`src/rtl/guard_pkg.sv`:
```
// package: register map, field positions, reset values and timing of the protection block
package guard_pkg;
  localparam logic [11:0] POWER_LIMIT_LOW_ADDR       = 12'h060;
  localparam logic [11:0] POWER_LIMIT_HIGH_ADDR      = 12'h061;
  localparam logic [11:0] POWER_MONITOR_CONTROL_ADDR = 12'h062;
  localparam logic [11:0] POWER_READBACK_LOW_ADDR    = 12'h063;
  localparam logic [11:0] POWER_READBACK_HIGH_ADDR   = 12'h064;
  localparam logic [11:0] PAGE_SELECT_ADDR           = 12'h008;
  localparam logic [11:0] POWERDOWN_MASK_ADDR        = 12'h012;
  localparam logic [11:0] PROTECT_SOURCE_ADDR        = 12'h013;
  localparam logic [11:0] IRQ_ENABLE_A_ADDR          = 12'h021;
  localparam logic [11:0] IRQ_ENABLE_B_ADDR          = 12'h022;
  localparam logic [11:0] IRQ_STATUS_A_ADDR          = 12'h025;
  localparam logic [11:0] IRQ_STATUS_B_ADDR          = 12'h026;
  localparam logic [11:0] GUARD_COUNTER_SELECT_ADDR  = 12'h11F;
  localparam logic [11:0] RISE_DELAY_FIRST_ADDR      = 12'h121;
  localparam logic [11:0] RISE_DELAY_SECOND_ADDR     = 12'h122;
  localparam logic [11:0] FALL_DELAY_FIRST_ADDR      = 12'h123;
  localparam logic [11:0] FALL_DELAY_SECOND_ADDR     = 12'h124;

  localparam int POWER_MONITOR_ON_BIT   = 7;
  localparam int POWER_ALARM_IRQ_BIT    = 7;
  localparam int SRC_ALARM_BIT          = 6;
  localparam int SRC_GUARD_BIT          = 5;
  localparam int SRC_SOFT_EN_BIT        = 3;
  localparam int SRC_SOFT_SET_BIT       = 2;
  localparam int PROTECT_INVERT_BIT     = 2;
  localparam int FALL_SEL_LSB           = 6;
  localparam int RISE_SEL_LSB           = 4;
  localparam int SAMPLE_MSBS            = 6;
  localparam int WINDOW_BASE_LOG2       = 9;
  localparam logic [3:0] WINDOW_MAX     = 4'hA;
  localparam int ACC_W                  = 32;

  localparam logic [7:0] PAGE_RESET        = 8'h03;
  localparam logic [7:0] COUNTER_SEL_RESET = 8'h40;
  localparam logic [7:0] FALL_FIRST_RESET  = 8'h12;
  localparam logic [7:0] ZERO8             = 8'h00;
  localparam logic [5:0] TICKS_PER_UNIT    = 6'h20;

  localparam int CLK_NS        = 100;
  localparam int POWER_ON_US   = 35;
  localparam int POWER_ON_CYC  = (POWER_ON_US * 1000 + CLK_NS - 1) / CLK_NS;

  typedef enum logic [4:0] {
    SEQ_OFF   = 5'b00001,
    SEQ_RISE1 = 5'b00010,
    SEQ_RISE2 = 5'b00100,
    SEQ_ON    = 5'b01000,
    SEQ_FALL  = 5'b10000
  } seq_state_t;
endpackage

```
`src/rtl/downstream_power_protection.sv`:
```
// downstream protection: power detectors, transmit-enable sequencers, protect outputs
`timescale 1ns/1ps
module downstream_power_protection
  import guard_pkg::*;
(
  input  wire logic        clk,
  input  wire logic        nrst,
  input  wire logic        reg_wr,
  input  wire logic        reg_rd,
  input  wire logic [11:0] reg_addr,
  input  wire logic [7:0]  reg_wdata,
  output logic [7:0]       reg_rdata,
  input  wire logic [1:0]  transmit_enable_pin,
  input  wire logic [1:0]  sync_rotation,
  input  wire logic [1:0]  blank_settled,
  input  wire logic [15:0] sample_i_a,
  input  wire logic [15:0] sample_q_a,
  input  wire logic [15:0] sample_i_b,
  input  wire logic [15:0] sample_q_b,
  output logic [1:0]       downstream_guard_out,
  output logic [1:0]       blanking_start,
  output logic [1:0]       pair_powerdown,
  output logic [1:0]       output_valid,
  output logic [1:0]       power_alarm_event
);
  import guard_pkg::*;

  // ------------------------------------------------------------
  // registers, one copy per pair except page select, powerdown mask and read data
  // ------------------------------------------------------------
  logic [7:0]  page_ff, nxt_page, mask_ff, nxt_mask, rdata_ff, nxt_rdata;
  logic [7:0]  lim_lo_ff [2], lim_hi_ff [2], mon_ff [2], src_ff [2], sel_ff [2];
  logic [7:0]  r0_ff [2], r1_ff [2], f0_ff [2], f1_ff [2], irq_en_ff [2];
  logic [7:0]  nxt_lim_lo [2], nxt_lim_hi [2], nxt_mon [2], nxt_src [2], nxt_sel [2];
  logic [7:0]  nxt_r0 [2], nxt_r1 [2], nxt_f0 [2], nxt_f1 [2], nxt_irq_en [2];
  logic [1:0]  stat_ff, nxt_stat;
  logic [12:0] readback [2];
  logic [1:0]  alarm, alarm_d_ff;
  logic [1:0]  sel_p;
  logic        rd_p;

  // ------------------------------------------------------------
  // detectors
  // ------------------------------------------------------------
  power_average u_det_a (
    .clk(clk), .nrst(nrst), .enable(mon_ff[0][POWER_MONITOR_ON_BIT]), .window(mon_ff[0][3:0]),
    .limit({lim_hi_ff[0][4:0], lim_lo_ff[0]}), .sample_i(sample_i_a), .sample_q(sample_q_a),
    .alarm(alarm[0]), .readback(readback[0]));
  power_average u_det_b (
    .clk(clk), .nrst(nrst), .enable(mon_ff[1][POWER_MONITOR_ON_BIT]), .window(mon_ff[1][3:0]),
    .limit({lim_hi_ff[1][4:0], lim_lo_ff[1]}), .sample_i(sample_i_b), .sample_q(sample_q_b),
    .alarm(alarm[1]), .readback(readback[1]));

  always_comb
  begin
    sel_p = page_ff[1:0];
    rd_p  = page_ff[1] & ~page_ff[0];
    nxt_page  = page_ff;
    nxt_mask  = mask_ff;
    nxt_rdata = rdata_ff;
    nxt_stat  = stat_ff;
    for (int p = 0; p < 2; p++)
    begin
      nxt_lim_lo[p] = lim_lo_ff[p]; nxt_lim_hi[p] = lim_hi_ff[p]; nxt_mon[p] = mon_ff[p];
      nxt_src[p] = src_ff[p]; nxt_sel[p] = sel_ff[p]; nxt_r0[p] = r0_ff[p];
      nxt_r1[p] = r1_ff[p]; nxt_f0[p] = f0_ff[p]; nxt_f1[p] = f1_ff[p];
      nxt_irq_en[p] = irq_en_ff[p];
    end
    if (reg_wr)
    begin
      if (reg_addr == PAGE_SELECT_ADDR)
        nxt_page = reg_wdata;
      else if (reg_addr == POWERDOWN_MASK_ADDR)
        nxt_mask = {6'h00, reg_wdata[1:0]};
      else if (reg_addr == IRQ_ENABLE_A_ADDR)
        nxt_irq_en[0] = reg_wdata;
      else if (reg_addr == IRQ_ENABLE_B_ADDR)
        nxt_irq_en[1] = reg_wdata;
      else
        for (int p = 0; p < 2; p++)
          if (sel_p[p])
          begin
            if (reg_addr == POWER_LIMIT_LOW_ADDR) nxt_lim_lo[p] = reg_wdata;
            else if (reg_addr == POWER_LIMIT_HIGH_ADDR) nxt_lim_hi[p] = {3'h0, reg_wdata[4:0]};
            else if (reg_addr == POWER_MONITOR_CONTROL_ADDR) nxt_mon[p] = reg_wdata & 8'h8F;
            else if (reg_addr == PROTECT_SOURCE_ADDR) nxt_src[p] = reg_wdata & 8'h6C;
            else if (reg_addr == GUARD_COUNTER_SELECT_ADDR) nxt_sel[p] = reg_wdata & 8'hF4;
            else if (reg_addr == RISE_DELAY_FIRST_ADDR) nxt_r0[p] = reg_wdata;
            else if (reg_addr == RISE_DELAY_SECOND_ADDR) nxt_r1[p] = reg_wdata;
            else if (reg_addr == FALL_DELAY_FIRST_ADDR) nxt_f0[p] = reg_wdata;
            else if (reg_addr == FALL_DELAY_SECOND_ADDR) nxt_f1[p] = reg_wdata;
          end
    end
    // write one to clear; a new event in the same cycle wins
    if (reg_wr && reg_addr == IRQ_STATUS_A_ADDR && reg_wdata[POWER_ALARM_IRQ_BIT])
      nxt_stat[0] = 1'b0;
    if (reg_wr && reg_addr == IRQ_STATUS_B_ADDR && reg_wdata[POWER_ALARM_IRQ_BIT])
      nxt_stat[1] = 1'b0;
    for (int p = 0; p < 2; p++)
      if (alarm[p] && !alarm_d_ff[p] && irq_en_ff[p][POWER_ALARM_IRQ_BIT])
        nxt_stat[p] = 1'b1;
    if (reg_rd)
    begin
      if (reg_addr == PAGE_SELECT_ADDR) nxt_rdata = page_ff;
      else if (reg_addr == POWERDOWN_MASK_ADDR) nxt_rdata = mask_ff;
      else if (reg_addr == IRQ_ENABLE_A_ADDR) nxt_rdata = irq_en_ff[0];
      else if (reg_addr == IRQ_ENABLE_B_ADDR) nxt_rdata = irq_en_ff[1];
      else if (reg_addr == IRQ_STATUS_A_ADDR) nxt_rdata = {stat_ff[0], 7'h00};
      else if (reg_addr == IRQ_STATUS_B_ADDR) nxt_rdata = {stat_ff[1], 7'h00};
      else if (reg_addr == POWER_LIMIT_LOW_ADDR) nxt_rdata = lim_lo_ff[rd_p];
      else if (reg_addr == POWER_LIMIT_HIGH_ADDR) nxt_rdata = lim_hi_ff[rd_p];
      else if (reg_addr == POWER_MONITOR_CONTROL_ADDR) nxt_rdata = mon_ff[rd_p];
      else if (reg_addr == POWER_READBACK_LOW_ADDR) nxt_rdata = readback[rd_p][7:0];
      else if (reg_addr == POWER_READBACK_HIGH_ADDR) nxt_rdata = {3'h0, readback[rd_p][12:8]};
      else if (reg_addr == PROTECT_SOURCE_ADDR) nxt_rdata = src_ff[rd_p];
      else if (reg_addr == GUARD_COUNTER_SELECT_ADDR) nxt_rdata = sel_ff[rd_p];
      else if (reg_addr == RISE_DELAY_FIRST_ADDR) nxt_rdata = r0_ff[rd_p];
      else if (reg_addr == RISE_DELAY_SECOND_ADDR) nxt_rdata = r1_ff[rd_p];
      else if (reg_addr == FALL_DELAY_FIRST_ADDR) nxt_rdata = f0_ff[rd_p];
      else if (reg_addr == FALL_DELAY_SECOND_ADDR) nxt_rdata = f1_ff[rd_p];
      else nxt_rdata = ZERO8;
    end
  end

  always_ff @(posedge clk)
  begin
    if (!nrst)
    begin
      page_ff <= PAGE_RESET; mask_ff <= ZERO8; rdata_ff <= ZERO8; stat_ff <= 2'b00;
      alarm_d_ff <= 2'b00;
      for (int p = 0; p < 2; p++)
      begin
        lim_lo_ff[p] <= ZERO8; lim_hi_ff[p] <= ZERO8; mon_ff[p] <= ZERO8; src_ff[p] <= ZERO8;
        sel_ff[p] <= COUNTER_SEL_RESET; r0_ff[p] <= ZERO8; r1_ff[p] <= ZERO8;
        f0_ff[p] <= FALL_FIRST_RESET; f1_ff[p] <= ZERO8; irq_en_ff[p] <= ZERO8;
      end
    end
    else
    begin
      page_ff <= nxt_page; mask_ff <= nxt_mask; rdata_ff <= nxt_rdata; stat_ff <= nxt_stat;
      alarm_d_ff <= alarm;
      for (int p = 0; p < 2; p++)
      begin
        lim_lo_ff[p] <= nxt_lim_lo[p]; lim_hi_ff[p] <= nxt_lim_hi[p]; mon_ff[p] <= nxt_mon[p];
        src_ff[p] <= nxt_src[p]; sel_ff[p] <= nxt_sel[p]; r0_ff[p] <= nxt_r0[p];
        r1_ff[p] <= nxt_r1[p]; f0_ff[p] <= nxt_f0[p]; f1_ff[p] <= nxt_f1[p];
        irq_en_ff[p] <= nxt_irq_en[p];
      end
    end
  end

  // ------------------------------------------------------------
  // transmit-enable sequencers and protect outputs
  // ------------------------------------------------------------
  logic [1:0]  transmit_enable_pin_s1_ff, transmit_enable_pin_s2_ff, transmit_enable_pin_s3_ff;
  seq_state_t  st_ff [2], nxt_st [2];
  logic [13:0] dly_ff [2], nxt_dly [2];
  logic [12:0] pon_ff [2], nxt_pon [2];
  logic [1:0]  guard_ff, nxt_guard, pd_ff, nxt_pd, prot_ff, nxt_prot, valid_ff, nxt_valid;
  logic [1:0]  blank_ff, nxt_blank, evt_ff, nxt_evt;
  logic [1:0]  rise, fall;

  // delay in cycles of one counter value
  function automatic logic [13:0] span(input logic [7:0] v);
    span = 14'(v) * 14'(TICKS_PER_UNIT);
  endfunction

  always_comb
  begin
    rise = transmit_enable_pin_s2_ff & ~transmit_enable_pin_s3_ff;
    fall = ~transmit_enable_pin_s2_ff & transmit_enable_pin_s3_ff;
    nxt_guard = guard_ff; nxt_pd = pd_ff; nxt_prot = prot_ff; nxt_valid = valid_ff;
    nxt_blank = blank_ff; nxt_evt = stat_ff;
    for (int p = 0; p < 2; p++)
    begin
      nxt_st[p]  = st_ff[p];
      nxt_dly[p] = (dly_ff[p] != 14'h0) ? dly_ff[p] - 14'h1 : 14'h0;
      nxt_pon[p] = (pon_ff[p] != 13'h0) ? pon_ff[p] - 13'h1 : 13'h0;
      if (fall[p])
      begin
        nxt_st[p]  = SEQ_FALL;
        nxt_dly[p] = span(f0_ff[p]) + ((sel_ff[p][7:6] == 2'd2) ? span(f1_ff[p]) : 14'h0);
        nxt_pd[p]  = mask_ff[p];
      end
      else if (rise[p])
      begin
        nxt_pd[p] = 1'b0;
        if (pd_ff[p])
          nxt_pon[p] = 13'(POWER_ON_CYC);
        if (sel_ff[p][5:4] == 2'd0)
          nxt_st[p] = SEQ_ON;
        else
        begin
          nxt_st[p]  = SEQ_RISE1;
          nxt_dly[p] = span(r0_ff[p]);
        end
      end
      else
        case (st_ff[p])
          SEQ_RISE1:
            if (dly_ff[p] == 14'h0)
            begin
              if (sel_ff[p][5:4] >= 2'd2)
              begin
                nxt_st[p]  = SEQ_RISE2;
                nxt_dly[p] = span(r1_ff[p]);
              end
              else
                nxt_st[p] = SEQ_ON;
            end
          SEQ_RISE2: if (dly_ff[p] == 14'h0) nxt_st[p] = SEQ_ON;
          SEQ_FALL:  if (dly_ff[p] == 14'h0) nxt_st[p] = SEQ_OFF;
          SEQ_ON:    nxt_st[p] = SEQ_ON;
          default:   nxt_st[p] = SEQ_OFF;
        endcase
      nxt_guard[p] = (nxt_st[p] == SEQ_ON) || (nxt_st[p] == SEQ_FALL);
      // guard edges and sync rotation both kick the blanking ramp
      nxt_blank[p] = (nxt_guard[p] != guard_ff[p]) | sync_rotation[p];
      // settled still shows the old ramp while a fresh blanking pulse is out
      nxt_valid[p] = guard_ff[p] & blank_settled[p] & (pon_ff[p] == 13'h0)
                     & ~pd_ff[p] & ~blank_ff[p];
      // protect is asserted on alarm, on guard low, on software flag (each only when its source bit is set), or while blank_settled is low
      nxt_prot[p] = ((src_ff[p][SRC_ALARM_BIT] & alarm[p])
                    | (src_ff[p][SRC_GUARD_BIT] & ~guard_ff[p])
                    | (src_ff[p][SRC_SOFT_EN_BIT] & src_ff[p][SRC_SOFT_SET_BIT])
                    | ~blank_settled[p]) ^ ~sel_ff[p][PROTECT_INVERT_BIT];
    end
  end

  always_ff @(posedge clk)
  begin
    if (!nrst)
    begin
      transmit_enable_pin_s1_ff <= 2'b00; transmit_enable_pin_s2_ff <= 2'b00; transmit_enable_pin_s3_ff <= 2'b00;
      guard_ff <= 2'b00; pd_ff <= 2'b00; prot_ff <= 2'b00; valid_ff <= 2'b00;
      blank_ff <= 2'b00; evt_ff <= 2'b00;
      for (int p = 0; p < 2; p++)
      begin
        st_ff[p] <= SEQ_OFF; dly_ff[p] <= 14'h0; pon_ff[p] <= 13'h0;
      end
    end
    else
    begin
      transmit_enable_pin_s1_ff <= transmit_enable_pin; transmit_enable_pin_s2_ff <= transmit_enable_pin_s1_ff; transmit_enable_pin_s3_ff <= transmit_enable_pin_s2_ff;
      guard_ff <= nxt_guard; pd_ff <= nxt_pd; prot_ff <= nxt_prot; valid_ff <= nxt_valid;
      blank_ff <= nxt_blank; evt_ff <= nxt_evt;
      for (int p = 0; p < 2; p++)
      begin
        st_ff[p] <= nxt_st[p]; dly_ff[p] <= nxt_dly[p]; pon_ff[p] <= nxt_pon[p];
      end
    end
  end

  assign reg_rdata            = rdata_ff;
  assign downstream_guard_out = prot_ff;
  assign blanking_start       = blank_ff;
  assign pair_powerdown       = pd_ff;
  assign output_valid         = valid_ff;
  assign power_alarm_event    = evt_ff;
endmodule

```
`src/rtl/power_average.sv`:
```
// one pair's block-average power detector
`timescale 1ns/1ps
module power_average
  import guard_pkg::*;
(
  input  wire logic        clk,
  input  wire logic        nrst,
  input  wire logic        enable,
  input  wire logic [3:0]  window,
  input  wire logic [12:0] limit,
  input  wire logic [15:0] sample_i,
  input  wire logic [15:0] sample_q,
  output logic             alarm,
  output logic [12:0]      readback
);
  // the average is kept as an exponential-free running window: a block sum over 2^(9+N)
  // samples, refreshed each window; this keeps storage to flip-flops only
  logic [ACC_W-1:0] acc_ff, nxt_acc;
  logic [19:0]      cnt_ff, nxt_cnt;
  logic [12:0]      avg_ff, nxt_avg, inst_ff, nxt_inst, peak_ff, nxt_peak;
  logic             alarm_ff, nxt_alarm, crossed_ff, nxt_crossed;
  logic [3:0]       win;
  logic [11:0]      pwr;
  logic [5:0]       mi, mq;
  logic [19:0]      last;

  always_comb
  begin
    win   = (window > WINDOW_MAX) ? WINDOW_MAX : window;
    mi    = sample_i[15:10];
    mq    = sample_q[15:10];
    pwr   = 12'(($signed(mi) * $signed(mi)) + ($signed(mq) * $signed(mq)));
    last  = 20'((32'h1 << (WINDOW_BASE_LOG2 + 32'(win))) - 32'h1);
    nxt_acc     = acc_ff;
    nxt_cnt     = cnt_ff;
    nxt_avg     = avg_ff;
    nxt_inst    = 13'(pwr);
    nxt_peak    = peak_ff;
    nxt_alarm   = alarm_ff;
    nxt_crossed = crossed_ff;
    if (!enable)
    begin
      nxt_acc = '0;
      nxt_cnt = '0;
      nxt_alarm = 1'b0;
    end
    else
    begin
      nxt_acc = acc_ff + ACC_W'(pwr);
      nxt_cnt = cnt_ff + 20'h1;
      if (cnt_ff >= last)
      begin
        nxt_avg = 13'((acc_ff + ACC_W'(pwr)) >> (WINDOW_BASE_LOG2 + 32'(win)));
        nxt_acc = '0;
        nxt_cnt = '0;
      end
      nxt_alarm = (avg_ff > limit);
      if (avg_ff > limit)
      begin
        nxt_crossed = 1'b1;
        if (avg_ff > peak_ff)
          nxt_peak = avg_ff;
      end
    end
  end

  always_ff @(posedge clk)
  begin
    if (!nrst)
    begin
      acc_ff <= '0; cnt_ff <= '0; avg_ff <= '0; inst_ff <= '0;
      peak_ff <= '0; alarm_ff <= 1'b0; crossed_ff <= 1'b0;
    end
    else
    begin
      acc_ff <= nxt_acc; cnt_ff <= nxt_cnt; avg_ff <= nxt_avg; inst_ff <= nxt_inst;
      peak_ff <= nxt_peak; alarm_ff <= nxt_alarm; crossed_ff <= nxt_crossed;
    end
  end

  assign alarm    = alarm_ff;
  assign readback = crossed_ff ? peak_ff : inst_ff;
endmodule
```
`config.mk`:
```
export PLATFORM = sky130hd
export DESIGN_NAME = downstream_power_protection
export DESIGN_NICKNAME = d
export VERILOG_FILES = /design/src/rtl/guard_pkg.sv /design/src/rtl/downstream_power_protection.sv /design/src/rtl/power_average.sv
export SDC_FILE = /design/constraint.sdc
export NUM_CORES = 2
export LEC_CHECK = 0
export BUFFER_PORTS_ARGS = -buffer_cell sky130_fd_sc_hd__buf_2
export CAP_MARGIN = 20
export CORE_MARGIN = 2
export CORE_UTILIZATION = 41
export CTS_CLUSTER_SIZE = 25
export DETAILED_ROUTE_END_ITERATION = 16
export HOLD_SLACK_MARGIN = 0.02
export SLEW_MARGIN = 20
export SYNTH_ARGS = -nofsm -noshare
export SYNTH_HDL_FRONTEND = slang
export SYNTH_HIERARCHICAL = 1
export SYNTH_SLANG_ARGS = --single-unit
```
`constraint.sdc`:
```
create_clock -name clk -period 15.3 [get_ports clk]
set_input_delay 2.295 -clock clk [delete_from_list [all_inputs] [get_ports clk]]
set_output_delay 2.295 -clock clk [all_outputs]
set_load 0.05 [all_outputs]
```
---- Word level (Yosys, flattened, before mapping) ----
Memory sizes are Yosys's and may differ from the RTL's.
Index checks and enable logic that the tools add are counted.
word-level totals
  input port bits ......................... 94
  flip-flop bits (word level) ............. 226
  memories kept ........................... 13
  output and inout port bits .............. 18
  memory bits (writable) .................. 224
  logic and storage cells ................. 481
operators by class
  $mul .................................... 4
  magnitude comparators ................... 11
  shifts and indexed selects .............. 4
  equal/unequal tests ..................... 33
  bitwise operators ....................... 71
  $add $sub $neg .......................... 16
  multiplexer cells ....................... 259
  reduce and logical (&&, ||, !) cells .... 38
memories
  name             depth  bits a word  read ports  clocked after Yosys merged registers in  write ports  line                                source
  dly_ff           2      14           2           0                                        2            downstream_power_protection.sv:157  logic [13:0] dly_ff [2], nxt_dly [2];
  pon_ff           2      13           2           0                                        2            downstream_power_protection.sv:158  logic [12:0] pon_ff [2], nxt_pon [2];
  f0_ff            2      8            3           0                                        2            downstream_power_protection.sv:33   logic [7:0] r0_ff [2], r1_ff [2], f0_ff [2], f1_ff [2], irq_en_ff [2];
  f1_ff            2      8            3           0                                        2            downstream_power_protection.sv:33
  irq_en_ff        2      8            2           0                                        2            downstream_power_protection.sv:33
  lim_hi_ff        2      8            3           0                                        2            downstream_power_protection.sv:32   logic [7:0] lim_lo_ff [2], lim_hi_ff [2], mon_ff [2], src_ff [2], sel_ff [2];
  7 more memories  n/a    n/a          n/a         n/a                                      n/a          n/a
operators with widths
  kind                     count
  $mux W8                  148
  $mux W16                 48
  $mux W14                 16
  $mux W13                 17
  $add A32 B12 Y32         2
  $shr A32 B32 Y13         2
  $eq A12 B7 Y1 const B    5
  $eq A12 B9 Y1 const B    5
  $mux W5                  12
  $gt A13 B13 Y1           4
  $eq A12 B6 Y1 const B    4
  $mul A6 B6 Y12           4
  $add A20 B1 Y20 const B  2
  $ge A20 B20 Y1           2
  $pmux W5 S4              2
  $sub A20 B1 Y20 const B  2
  $or A1 B1 Y1             34
  $shl A1 B32 Y20 const A  1
  $add A13 B13 Y14         2
  $logic_not A14 Y1        2
  $reduce_bool A14 Y1      2
  $sub A14 B1 Y14 const B  2
  $logic_not A13 Y1        2
  $reduce_bool A13 Y1      2
  other kinds (30)         114

---- Depth between registers and ports, before layout ----
An unclocked memory read counts as a cell.
  depth in word-level cells ............... 20
  gate-level depth with buffers ........... 31
  depth with buffers taken out ............ 31

---- By module ----
The synthesis kept the hierarchy.
by module, submodules not included
  module                       seq. area each (um^2)  instances  cells an instance  area each (um^2)
  downstream_power_protection  4764.6                 1          1592               12250.5
  power_average (u_det_b)      1841.8                 1          1104               9093.7
  power_average (u_det_a)      1841.8                 1          1010               8649.5

---- Worst setup path after synthesis ----
No wires, ideal clock.
  path type ............................... input port to flip-flop
  start point ............................. input sample_q_b[15]
  end point ............................... register u_det_b.avg_ff[4]
  data required time ...................... 15.180 ns
  arrival time ............................ 9.514 ns
  buffers on the path ..................... 2
  path slack .............................. 5.666 ns
  setup time .............................. 0.120 ns
  stages .................................. 31
  cells stage by stage .................... clkbuf_1 > nand2_1 > inv_1 > fa_1 > inv_1 > fa_1 > inv_1 > fa_1 > inv_1 > fa_1 > inv_1 > fa_1 > fa_1 > ha_1 > fa_1 > a21oi_1 > nor2_1 > nor2_1 > o21bai_1 > a21oi_1 > xnor2_1 > ha_1 > buf_2 > a21oi_1 > o21ai_0 > and3_1 > o211ai_1 > mux2i_1 > nand3_1 > mux4_2 > a211o_1
on the way
  cells in the longest elaborated chain, start to end .. 4
ends and longest elaborated chain
  element                    line                               source
  from (decl)                downstream_power_protection.sv:19  input wire logic [15:0] sample_q_b,
  $mul A6 B6 Y12             power_average.sv:32                pwr = 12'(($signed(mi) * $signed(mi)) + ($signed(mq) * $signed(mq)));
  $add A12 B12 Y12           power_average.sv:32
  named net u_det_b.pwr[11]  power_average.sv:23                logic [11:0] pwr;
  $add A32 B12 Y32           power_average.sv:53                nxt_avg = 13'((acc_ff + ACC_W'(pwr)) >> (WINDOW_BASE_LOG2 + 32'(win)));
  $shr A32 B32 Y13           power_average.sv:53
  to (signal assigned)       power_average.sv:76                acc_ff <= nxt_acc; cnt_ff <= nxt_cnt; avg_ff <= nxt_avg; inst_ff <= nxt_inst;
  to (decl)                  power_average.sv:20                logic [12:0] avg_ff, nxt_avg, inst_ff, nxt_inst, peak_ff, nxt_peak;
The timed path passes the listed nets, and every way through them passes these cells.
A chain may end at the register's enable or synchronous reset.

---- Worst setup path in the final report ----
  start point ............................. input sample_i_b[12]
  end point ............................... register u_det_b.avg_ff[3]
on the way
  cells in the longest elaborated chain, start to end .. 4
ends and longest elaborated chain
  element                    line                               source
  from (decl)                downstream_power_protection.sv:18  input wire logic [15:0] sample_i_b,
  $mul A6 B6 Y12             power_average.sv:32
  $add A12 B12 Y12           power_average.sv:32
  named net u_det_b.pwr[11]  power_average.sv:23
  $add A32 B12 Y32           power_average.sv:53
  $shr A32 B32 Y13           power_average.sv:53
The timed path passes the listed nets, and every way through them passes these cells.

==> out/results.ini <==
[status]
outcome=finished, final reports clean

[setup_path]
r2r-start=mon_ff[0][2]$_SDFFE_PN0P_
cp_max_fo=7
cp.required_ns=15.78
slowest_delay_ns=0.63
path_depth=29
cp.arrival_ns=10.37
crit_start=sample_i_b[12]
reg2reg_depth=11
end_kind=flip-flop
cp_top_family=adder cells
worstSetupPathType=in -> reg
worstSetupStartpointType=input pin
critPathSlowestCell=o32ai_1
cp_common_cell=fa_1
cp_num_buf_inv=5

[routing]
num_vias=26100
wirelength_um=84600
route.detailed.drc=0
drt_pre_antenna_iters=6
ant_nets=0
first_iter_violations=2101
post_drt_wl_per_cell_um=18.0
viasPerCell=5.57

[logic_synthesis]
synth_top_area_share_pct=28.2
synthTopCellsByArea=dfxtp_1 (28%), ha_1 (8.6%), fa_1 (7.9%), nand2_1 (5.7%), a21oi_1 (4.4%)
synth-compound-area-share_pct=17.5
postSynthAreaPerCell_um2=8.09
synthesis.area_um2=30000
synth_xor_area_share_pct=5.33
yosys_warnings=6
ys_types=109
synth_top_cell_by_area=dfxtp_1
synth_commonest_cells=nand2_1 (456), dfxtp_1 (422), nor2_1 (350)
synth-edff-count=0
ys.flop_type=dfxtp_1
syn_inst=3706
synth_top_family_by_area=simple AND/OR/NAND/NOR gates
muxShareOfSynthArea_pct=4.39
ys_async_sr_fraction_pct=0
ys_ff_latch=422
synth_simple_gate_area_share_pct=22.2
synthAdderAreaFrac_pct=16.5
synth_most_common_cell=nand2_1
seq_area_frac_synth_pct=28.2

[hold_path]
min_from=blanking_start[1]$_SDFF_PN0_
whs_path_depth=1
hold_class=reg -> reg

[cts]
numClockSinks=422
cts_tree=built
post-cts-setup-buffer-count=0
cts_root_buf=clkbuf_16
ctsHoldBuffers=0
cts_made_buffers=51
clk_pin_slew_ns=0.06
cts-resized-gates=0
cts_max_level=2
clockBufferDepth=3
clock_latency_ns=0.62

[finish]
area_growth_pct=9.30
stdcell_count=4689
drive_gt1_share_pct=7.84
nFillCells=7322
nNetsFinal=4107

[floorplan]
rows=99
die_h_um=274
core_um2=72700
die_w_um=274
die-area_um2=75300
initial_utilization_pct=41.3
ios=112

[global_routing]
antenna_found_initial=9
track_usage_pct=22.3
grt_overflow=0
grt_pass1_wl_um=136000
first_global_vias=24600
grt_max_degree=86

[sta]
tns_ns=0
fin_crit_sh_pct=64.7
fin_worst_skew_ns=0.0357
slew-limit-headroom_pct=30.1
fmaxAchievable_mhz=101
min_period_ns=9.89
layout_setup_ws_ns=5.41
fin_hold_ws_ns=0.424
setup_viol=0
hold_viol=0
maxSlewViolCount=0
rsz0062_at_grt=no
tightest_slew_ns=1.05

[pwr]
powerDensity_nw_per_um2=166
vdd_drop_max_mv=0.254
power_leakage_nw=13.2
total_power_w=0.00545

[place]
place_congestion=0.914
io_buffers=71
preCtsSetupSlack_ns=4.85
dpl.cell_count=4594
hpwl_um=62300

[job]
drv_cap=0

[worst register-to-register path: stages, from the launching register on]
cell     delay, ns
dfxtp_1       0.85
or2_2         0.36
inv_1         0.19
nand2_1       0.27
a21oi_1       0.12
ha_1          0.29
nand2_1       0.06
o21ai_0       0.08
nor3_1        0.30
a21oi_1       0.12
or4_2         1.12
nor3_1        0.36
[layer usage]
layer | vias up | track usage (%) | part of all wire [%]
met1 | 12400 | 30.4 | 46
met2 | 720 | 36.4 | 46
met3 | 154 | 2.67 | 5.3
li1 | 12800 | - | -
met4 | 4 | 7.42 | 3.0
met5 | - | 0 | 0.032
[report_power, final]
group	internal (W)	leakage (nW)	switching, W	total (W)
Combinational	0.00120	8.98	0.00180	0.00300
Clock	0.000709	0.833	0.000505	0.00121
Sequential	0.00118	3.42	0.0000556	0.00124
[state kept, by name, summed over array words and instances (netlist names), 12 cells and up]
register         cells
u_det_a/acc_ff      32
u_det_b/acc_ff      32
dly_ff              28
pon_ff              26
u_det_a/cnt_ff      20
u_det_b/cnt_ff      20
f0_ff               16
f1_ff               16
irq_en_ff           16
lim_lo_ff           16
r0_ff               16
r1_ff               16
u_det_a/avg_ff      13
u_det_a/peak_ff     13
u_det_b/avg_ff      13
u_det_b/peak_ff     13
u_det_a/inst_ff     12
u_det_b/inst_ff     12
[metrics by stage]
step	util, %	area, um2
after floorplan	-	30000
after global placement	42.8	31100
after detailed placement	42.8	31100
after CTS	45.1	32800
after global routing	45.1	32800
final	45.1	32800
[logic make-up after synthesis]
group	count (synthesis)
AOI/OAI and AO/OA	788
xor gates and xnor gates	180
adders and majority gates	325
buffers and inverters	455
DFF	422
muxes	122
other	4
and+or+nand+nor	1410
[placed cells by master, fill, tap and decap left out, drive strengths merged, types with 24 or more instances in the layout]
cell	n
a211oi	52
a21o	31
a21oi	268
a31oi	32
and2	95
and3	40
buf	98
clkbuf	70
dfxtp	422
fa	119
ha	206
inv	275
mux2	27
mux2i	91
nand2	461
nand2b	24
nand3	203
nand4	31
nor2	350
nor2b	45
nor3	65
o211ai	30
o21a	40
o21ai	137
o31ai	28
xnor2	112
xor2	68
[worst paths after layout]
path / endpoint / slack, ns
worst min register to register: output_valid[1]$_SDFF_PN0_ / 0.42
worst max-delay path: u_det_b/avg_ff[3]$_SDFFE_PN0P_ / 5.41
worst min-delay path: output_valid[1]$_SDFF_PN0_ / 0.42
worst max register to register: u_det_a/acc_ff[2]$_SDFF_PP0_ / 11.07
[area by class of cell]
| class | count | area, um2 | share of cell area [%] |
|---|---|---|---|
| repair buffers | 98 | 561 | 1.71 |
| clock inverters | 19 | 191 | 0.584 |
| clock buffers | 70 | 1480 | 4.51 |
| diodes | 6 | 15.0 | 0.0458 |
| well taps | 959 | 1200 | 3.66 |
| flip-flops and latches | 422 | 8450 | 25.8 |
| multi-input cells | 2839 | 19800 | 60.5 |
| inverters | 276 | 1040 | 3.18 |
Note: power is estimated with default switching activity, not from simulation.
